[src/design/lhw_regs.vh]
// register map, field positions and reset values of the lan host wake block
// assumes a 32-bit ahb-lite slave with word-aligned registers
`ifndef LHW_REGS_VH
`define LHW_REGS_VH

`define LHW_ADDR_W 4
`define LHW_WUC_OFF 4'h0
`define LHW_WUS_OFF 4'h4
`define LHW_PMC_OFF 4'h8
`define LHW_STAT_OFF 4'hc

// wakeup_control_reg fields
`define LHW_WUC_PATTERN_WAKE_ENABLE 0
`define LHW_WUC_SRC 1
`define LHW_WUC_LINK_CHANGE_WAKE_ENABLE 2
`define LHW_WUC_LINK_CHANGE_OVERRIDE 3
`define LHW_WUC_LPS 4
`define LHW_WUC_W 5
// wake_status_reg fields
`define LHW_WUS_PAT 0
`define LHW_WUS_LNK 1
`define LHW_WUS_W 2
// power_state_ctrl_reg fields
`define LHW_PMC_D0 1:0
`define LHW_PMC_EN 8
`define LHW_PMC_ST 15
`define LHW_D3 2'h3
`define LHW_WUC_RST 5'h00

`endif

[src/design/lhw_pme_msg.v]
// one-shot in-band power event message sender
// assumes the link side takes msg_valid whenever msg_ready is high
`timescale 1ns/1ps
`default_nettype none
module lhw_pme_msg (
  input wire hclk, // clock
  input wire hresetn, // async reset, low
  input wire req, // one-cycle request
  input wire msg_ready, // link accepts message
  output wire msg_valid // message pending
);
  reg pend_reg;
  wire pend_next;
  // a new request wins over the handshake completing
  assign pend_next = req | (pend_reg & ~msg_ready);
  always @(posedge hclk or negedge hresetn)
  begin
    if (!hresetn)
      pend_reg <= 1'b0;
    else
      pend_reg <= pend_next;
  end
  assign msg_valid = pend_reg;
endmodule
`default_nettype wire

[src/design/lhw_wake_ctrl.v]
// wake control: wake source select, host and engine wake sequences,
// pattern and link-change wake, ahb-lite register slave
// assumes nvm load strobes and event pulses are on hclk; lanes are pins
//
// The register addresses and the AHB-Lite register port were left to the implementer.
`timescale 1ns/1ps
`default_nettype none
`include "lhw_regs.vh"
module lhw_wake_ctrl (
  input wire hclk, // 100 mhz clock
  input wire hresetn, // async reset, low
  input wire hsel, // slave select
  input wire [31:0] haddr, // byte address
  input wire [1:0] htrans, // transfer type
  input wire hwrite, // write
  input wire [2:0] hsize, // size, word only
  input wire [31:0] hwdata, // write data
  input wire hready, // bus ready
  output wire hreadyout, // slave ready
  output wire hresp, // always okay
  output reg [31:0] hrdata, // read data
  input wire nvm_load, // one-cycle nvm reload strobe
  input wire nvm_src_sel, // stored wake source select
  input wire nvm_pattern_wake_enable, // pattern wake enable, init word 2
  input wire pkt_valid, // one-cycle: packet received
  input wire pkt_pattern_match, // packet is a wake pattern
  input wire mac_engine_event, // one-cycle: mac engine wake match
  input wire link_status_change, // one-cycle: link went up or down
  input wire inband_host_wake, // one-cycle: phy in-band host wake
  input wire inband_engine_wake, // one-cycle: phy in-band engine wake
  input wire lan_connect_link_up, // link active (hclk domain)
  input wire [1:0] phy_receive_lanes, // pin lanes, wake when link down
  input wire engine_off_state, // embedded controller is off
  input wire pme_msg_ready, // link takes power event message
  output wire pme_msg_valid, // in-band power event message
  output reg host_wake_out, // system wake
  output reg engine_wake_out, // embedded controller wake
  output reg mac_power_down, // request mac power down
  output reg pkt_discard // drop the triggering packet
);
  localparam ST_RUN = 2'h0;
  localparam ST_ARM = 2'h1;
  localparam ST_OFF = 2'h2;

  reg [`LHW_WUC_W-1:0] wuc_reg;
  reg [`LHW_WUS_W-1:0] wus_reg;
  reg [1:0] dstate_reg;
  reg pme_en_reg;
  reg power_event_status_reg;
  reg [1:0] st_reg;
  reg [1:0] st_next;
  reg [1:0] lane_s1_reg;
  reg [1:0] lane_s2_reg;
  reg lane_prev_reg;
  reg dph_wr_reg;
  reg dph_rd_reg;
  reg [`LHW_ADDR_W-1:0] dph_addr_reg;

  wire addr_ph;
  wire wr_wuc;
  wire wr_wus;
  wire wr_pmc;
  wire wake_source_select;
  wire pattern_wake_enable;
  wire link_change_wake_enable;
  wire link_change_override;
  wire lnk_allowed;
  wire lane_wake;
  wire lane_any;
  wire pat_hit;
  wire lnk_hit;
  wire host_ev;
  wire eng_ev;
  wire pme_clr;
  wire wus_pat_clr;
  wire wus_lnk_clr;
  wire addr_ok;
  wire eng_off_fall;
  reg eng_off_prev_reg;

  assign wake_source_select = wuc_reg[`LHW_WUC_SRC];
  assign pattern_wake_enable = wuc_reg[`LHW_WUC_PATTERN_WAKE_ENABLE];
  assign link_change_wake_enable = wuc_reg[`LHW_WUC_LINK_CHANGE_WAKE_ENABLE];
  assign link_change_override = wuc_reg[`LHW_WUC_LINK_CHANGE_OVERRIDE];

  // ahb-lite: zero wait states, always okay
  assign hreadyout = 1'b1;
  assign hresp = 1'b0;
  assign addr_ph = hsel & hready & htrans[1];
  // upper address bits must be clear, so no register aliases elsewhere
  assign addr_ok = ~|haddr[31:`LHW_ADDR_W];

  always @(posedge hclk or negedge hresetn)
  begin
    if (!hresetn)
    begin
      dph_wr_reg <= 1'b0;
      dph_rd_reg <= 1'b0;
      dph_addr_reg <= {`LHW_ADDR_W{1'b0}};
    end
    else if (hready)
    begin
      dph_wr_reg <= addr_ph & addr_ok & hwrite;
      dph_rd_reg <= addr_ph & addr_ok & ~hwrite;
      dph_addr_reg <= haddr[`LHW_ADDR_W-1:0];
    end
  end

  assign wr_wuc = dph_wr_reg & (dph_addr_reg == `LHW_WUC_OFF);
  assign wr_wus = dph_wr_reg & (dph_addr_reg == `LHW_WUS_OFF);
  assign wr_pmc = dph_wr_reg & (dph_addr_reg == `LHW_PMC_OFF);

  // lanes come from pins: two flops before use
  always @(posedge hclk or negedge hresetn)
  begin
    if (!hresetn)
    begin
      lane_s1_reg <= 2'h0;
      lane_s2_reg <= 2'h0;
      lane_prev_reg <= 1'b0;
    end
    else
    begin
      lane_s1_reg <= phy_receive_lanes;
      lane_s2_reg <= lane_s1_reg;
      lane_prev_reg <= lane_any;
    end
  end
  assign lane_any = |lane_s2_reg;
  // lanes only mean wake while the link is down
  assign lane_wake = lane_any & ~lane_prev_reg & ~lan_connect_link_up;

  // pattern hits are ignored until software clears the received bit
  assign pat_hit = pattern_wake_enable & pkt_valid & pkt_pattern_match
    & ~wus_reg[`LHW_WUS_PAT];
  assign lnk_allowed = ~link_change_override |
    (pattern_wake_enable & link_change_wake_enable);
  assign lnk_hit = link_status_change & lnk_allowed
    & ~wus_reg[`LHW_WUS_LNK];

  // host events; phy-side ones only count when the phy owns wake
  assign host_ev = pat_hit | lnk_hit | (mac_engine_event & ~wake_source_select)
    | (wake_source_select & (inband_host_wake | lane_wake));
  assign eng_ev = wake_source_select & inband_engine_wake;

  // write 1 clears status; set wins over clear
  assign pme_clr = wr_pmc & hwdata[`LHW_PMC_ST];
  assign wus_pat_clr = wr_wus & hwdata[`LHW_WUS_PAT];
  assign wus_lnk_clr = wr_wus & hwdata[`LHW_WUS_LNK];

  always @(posedge hclk or negedge hresetn)
  begin
    if (!hresetn)
    begin
      wuc_reg <= `LHW_WUC_RST;
      wus_reg <= {`LHW_WUS_W{1'b0}};
      dstate_reg <= 2'h0;
      pme_en_reg <= 1'b0;
      power_event_status_reg <= 1'b0;
    end
    else
    begin
      if (wr_wuc)
        wuc_reg <= hwdata[`LHW_WUC_W-1:0];
      else if (nvm_load)
      begin
        wuc_reg[`LHW_WUC_SRC] <= nvm_src_sel;
        wuc_reg[`LHW_WUC_PATTERN_WAKE_ENABLE] <= nvm_pattern_wake_enable;
      end
      if (wr_pmc)
      begin
        dstate_reg <= hwdata[`LHW_PMC_D0];
        pme_en_reg <= hwdata[`LHW_PMC_EN];
      end
      if (host_ev)
        power_event_status_reg <= 1'b1;
      else if (pme_clr)
        power_event_status_reg <= 1'b0;
      if (pat_hit)
        wus_reg[`LHW_WUS_PAT] <= 1'b1;
      else if (wus_pat_clr)
        wus_reg[`LHW_WUS_PAT] <= 1'b0;
      if (lnk_hit)
        wus_reg[`LHW_WUS_LNK] <= 1'b1;
      else if (wus_lnk_clr || !lnk_allowed)
        wus_reg[`LHW_WUS_LNK] <= 1'b0;
    end
  end

  // power sequencing for phy-armed sleep
  always @*
  begin
    st_next = st_reg;
    case (st_reg)
      ST_RUN:
        if (dstate_reg == `LHW_D3 && wake_source_select)
          st_next = ST_ARM;
      ST_ARM:
        if (host_ev || eng_ev || dstate_reg != `LHW_D3)
          st_next = ST_RUN;
        else if (engine_off_state && !lan_connect_link_up)
          st_next = ST_OFF;
      ST_OFF:
        if (lane_wake || host_ev || eng_ev)
          st_next = ST_RUN;
      default:
        st_next = ST_RUN;
    endcase
  end

  always @(posedge hclk or negedge hresetn)
  begin
    if (!hresetn)
    begin
      st_reg <= ST_RUN;
      host_wake_out <= 1'b0;
      engine_wake_out <= 1'b0;
      mac_power_down <= 1'b0;
      pkt_discard <= 1'b0;
      eng_off_prev_reg <= 1'b0;
    end
    else
    begin
      st_reg <= st_next;
      eng_off_prev_reg <= engine_off_state;
      mac_power_down <= (st_next == ST_OFF);
      // wake holds until status cleared or enable dropped
      host_wake_out <= pme_en_reg & (power_event_status_reg | host_ev)
        & ~(wr_pmc & ~hwdata[`LHW_PMC_EN])
        & ~(pme_clr & ~host_ev);
      if (eng_ev)
        engine_wake_out <= 1'b1;
      else if (eng_off_fall)
        engine_wake_out <= 1'b0;
      // no packet that triggered a wake reaches the host
      pkt_discard <= pat_hit | mac_engine_event;
    end
  end

  // engine wake is released when the engine leaves its off state
  assign eng_off_fall = eng_off_prev_reg & ~engine_off_state;

  // pattern and link wakes also go out in-band
  lhw_pme_msg u_pme (
    .hclk(hclk),
    .hresetn(hresetn),
    .req(pat_hit | lnk_hit),
    .msg_ready(pme_msg_ready),
    .msg_valid(pme_msg_valid)
  );

  always @(posedge hclk or negedge hresetn)
  begin
    if (!hresetn)
      hrdata <= 32'h0000_0000;
    else if (addr_ph && !hwrite)
    begin
      hrdata <= 32'h0000_0000;
      // unmapped addresses read zero
      if (addr_ok)
      begin
        case (haddr[`LHW_ADDR_W-1:0])
          `LHW_WUC_OFF: hrdata[`LHW_WUC_W-1:0] <= wuc_reg;
          `LHW_WUS_OFF:
          begin
            hrdata[`LHW_WUS_PAT] <= wus_reg[`LHW_WUS_PAT];
            hrdata[`LHW_WUS_LNK] <= wus_reg[`LHW_WUS_LNK]
              & lnk_allowed;
          end
          `LHW_PMC_OFF:
          begin
            hrdata[`LHW_PMC_D0] <= dstate_reg;
            hrdata[`LHW_PMC_EN] <= pme_en_reg;
            hrdata[`LHW_PMC_ST] <= power_event_status_reg;
          end
          `LHW_STAT_OFF:
          begin
            hrdata[1:0] <= st_reg;
            hrdata[2] <= host_wake_out;
            hrdata[3] <= engine_wake_out;
          end
          default: hrdata <= 32'h0000_0000;
        endcase
      end
    end
  end
endmodule
`default_nettype wire

[config.mk]
export PLATFORM = sky130hd
export DESIGN_NAME = lhw_wake_ctrl
export DESIGN_NICKNAME = d
export VERILOG_FILES = /design/src/design/lhw_pme_msg.v /design/src/design/lhw_wake_ctrl.v
export VERILOG_INCLUDE_DIRS = /design/src /design/src/design
export SDC_FILE = /design/constraint.sdc
export NUM_CORES = 1
export LEC_CHECK = 0
export BUFFER_PORTS_ARGS = -buffer_cell sky130_fd_sc_hd__buf_2
export CORE_MARGIN = 1
export CORE_UTILIZATION = 40
export CTS_CLUSTER_DIAMETER = 60
export DETAILED_ROUTE_END_ITERATION = 8
export PLACE_DENSITY = 0.81
export SLEW_MARGIN = 20
export SYNTH_ARGS = -nofsm -noshare
export SYNTH_HDL_FRONTEND = slang
export SYNTH_SLANG_ARGS = --single-unit
[constraint.sdc]
create_clock -name hclk -period 2.7 [get_ports hclk]
set_clock_uncertainty 0.1 [all_clocks]
set_input_delay 0 -clock hclk [delete_from_list [all_inputs] [get_ports hclk]]
set_output_delay 0 -clock hclk [all_outputs]
set_load 0.02 [all_outputs]
==> flow_summary.toml <==
[yosys]
synth_compound_gate_area_share_pct = 12.4
synthSimpleGateAreaFrac_pct = 15.3
synthTopCellsByArea = "dfrtp_1 49%, buf_4 11%, mux2_2 6.7%"
post-synth-top-area-cell = "dfrtp_1"
ys_seq_elements = 36
yosys.area_share.adder_pct = 0
synthMuxAreaShare_pct = 9.57
syn_area_per_cell_um2 = 10.8
ys_seq_area_share_pct = 48.9
synth-xor-area-share_pct = 0
yosys_warnings = 0
synth_top_family_by_area = "simple AND/OR/NAND/NOR gates"
yosys.area.top_type_share_pct = 48.9
syn_area_um2 = 1840
syn_inst = 171
ys_types = 39

[route]
avgRoutedWirePerCell_um = 12.3
vias = 1523
drt-initial-drc-count = 102
drt-pass1-iter-count = 4
drt.antenna.violating_nets = 0
avgViaCountPerCell = 4.74
drt-total-wl_um = 3960
route.detailed.drc = 0

[clocking]
clk_pin_slew_ns = 0.07
htree_levels = 2
tritoncts = "yes"
insertion_delay_ns = 0.28
post_cts_buffers = 0
clock_path_buffers = 2
ctsResizeCount = 0
clkSinkCount = 36
cts-root-buf = "clkbuf_8"
cts_buffers = 5

[setup_path]
cp_slowest_cell = "dlygate4sd3_1"
crit_fanout = 7
worstSetupStartpoint = "dph_addr_reg[2]"
cp_cell_sequence = "nor4b_1 -> nor2b_1 -> o21ai_0 -> dlygate4sd3_1"
cp_top_family = "simple AND/OR/NAND/NOR gates"
rrSetupSlack_ns = 0.38
critPathCaptureType = "flop"
worstSetupPathType = "flop to flop"
slowest_delay_ns = 0.57
cp-start-kind = "flop"
cp.required_ns = 2.77
crit_buf_inv = 1
arrival_ns = 2.39
r2r-start = "dph_addr_reg[2]"

[sta]
slew_viol_final = 0
setup_violations = 0
finalSetupTns_ns = 0
timing.fmax_mhz = 431
relSlewSlack_pct = 49.3
min_period_ns = 2.32
rsz0062_at_grt = "false"
timing.final.crit_share_pct = 86.0
hold_viol = 0
tightest_slew_ns = 0.754

[final_layout]
drive_gt1_share_pct = 34.9
fin_area_um2 = 2480
area_growth_pct = 34.5
fillers = 372
final_cell_count_no_fill = 321
largest_register_ffs = 7
post-route-util_pct = 56.5
antenna_cells = 0
nNetsFinal = 357

[worst_hold_path]
hold_path_startpoint = "pkt_valid"
hold_path.class = "input port to flop"

[placed_design]
routabilityCongestion = 0.843
dpl.hpwl_um = 3010
dpl.cell_count = 287
dpl_cell_area_um2 = 2130
port_buffers = 70

[pwr]
p_leak_nw = 1.20
powerDensity_nw_per_um2 = 457
ir_drop_v = 0.000331

[global_route]
grt_usage_pct = 16.9
grt_pass1_vias = 1502
antenna_found_initial = 0
grt_max_degree = 37
grt_pass1_wl_um = 6510
grt-ovfl-total = 0

[floorplan]
rows = 24
design.core.area_um2 = 4380
die_h_um = 69.9
io_pins = 127
die_w_um = 69.9
die-area_um2 = 4880
start_util_pct = 42.0

[run]
cap_violations = 0

[outcome]
status = "finished clean"
==> cell type report <==
class,count,area (um^2),area share (%)
Clock buffer,6,72.6,2.93
Clock inverter,1,5.00,0.202
Inverter,5,18.8,0.757
Multi-Input combinational cell,123,788,31.8
Sequential cell,36,901,36.3
Tap cell,52,65.1,2.62
Timing Repair Buffer,98,628,25.3
==> routing by layer <==
layer  up-vias  wire length [um]  share of wire [%]  GRT usage (%)
met2        61              1910                 48           27.8
met1       703              1770                 45           21.1
li1        752                 -                  -              -
met3         7               230                5.8           4.33
met5         -                 0                  0              0
met4         0                56                1.4           7.11
==> logic make-up after synthesis <==
logic type,after synthesis
buffers and inverters,37
other,2
flip-flops,36
AO/OA/AOI/OAI,30
multiplexers,15
AND/OR/NAND/NOR,51
==> worst register-to-register path: cells and delay by family, from the launching register on <==
kind | cells | cell delay (ns)
AND/OR/NAND/NOR | 2 | 0.99
AO/OA/AOI/OAI | 1 | 0.15
flip-flops | 1 | 0.39
buffers and inverters | 1 | 0.57
==> report_power, final <==
group          total (mW)  leakage [nW]  switching [mW]  internal, mW
Clock               0.349        0.0410           0.174         0.175
Combinational       0.195         0.716           0.102        0.0937
Sequential          0.588         0.445          0.0217         0.566
==> placed cells by master (no fill, tap or decap), types with 3 or more instances in the layout <==
cell,instances
buf_2,70
dfrtp_1,36
conb_1,27
dlygate4sd3_1,27
nand2_1,17
mux2_2,11
nor4_1,8
o21ai_0,6
inv_1,5
nand2b_1,5
nor2_1,5
clkbuf_8,5
nand3_1,4
o311ai_0,3
a21oi_1,3
o31ai_1,3
mux2i_1,3
==> cells in the mapped netlist, drive strengths merged <==
cell type  instances
a21o               1
nor4               8
nor2b              1
a21oi              3
or2                1
nor4b              1
o22ai              1
mux2i              3
nand2             18
mux2              11
o211a              1
o31ai              3
clkbuf             4
o41ai              2
nand4              1
a221o              1
buf               28
o311ai             3
conb               2
a22o               1
inv                5
o21a               1
mux4               1
a21bo              1
nand2b             5
a22oi              2
nor2               5
or4                2
a21boi             1
or3                2
nand3              4
a311oi             1
and2               1
dfrtp             36
nand4b             2
o21ai              8
==> through the flow <==
step           hold slack (ns)  setup slack, ns  total power, mW
5_1_grt                 0.0193            0.172             1.18
2_1_floorplan           -0.396            0.980            0.712
6_report                0.0116            0.378             1.13
4_1_cts                0.00300            0.374             1.14
3_5_place_dp           0.00931            0.712            0.761
3_3_place_gp           0.00878            0.727            0.756
==> worst paths after layout <==
check / end / cells past startpoint
max in group asynchronous: dph_addr_reg[2] / 2
hold / removal: wus_reg[0] / 3
setup reg to reg: wuc_reg[0] / 4
setup / recovery: wuc_reg[0] / 4
hold reg to reg: lane_s2_reg[1] / 0
min in group asynchronous: mac_power_down / 2
==> repair_timing <==
action / in CTS / in global routing
hold buffers: 27 / 0
setup endpoints to repair: 0 / 0
hold endpoints to repair: 62 / 0
Note: power is estimated with default switching activity, not from simulation.
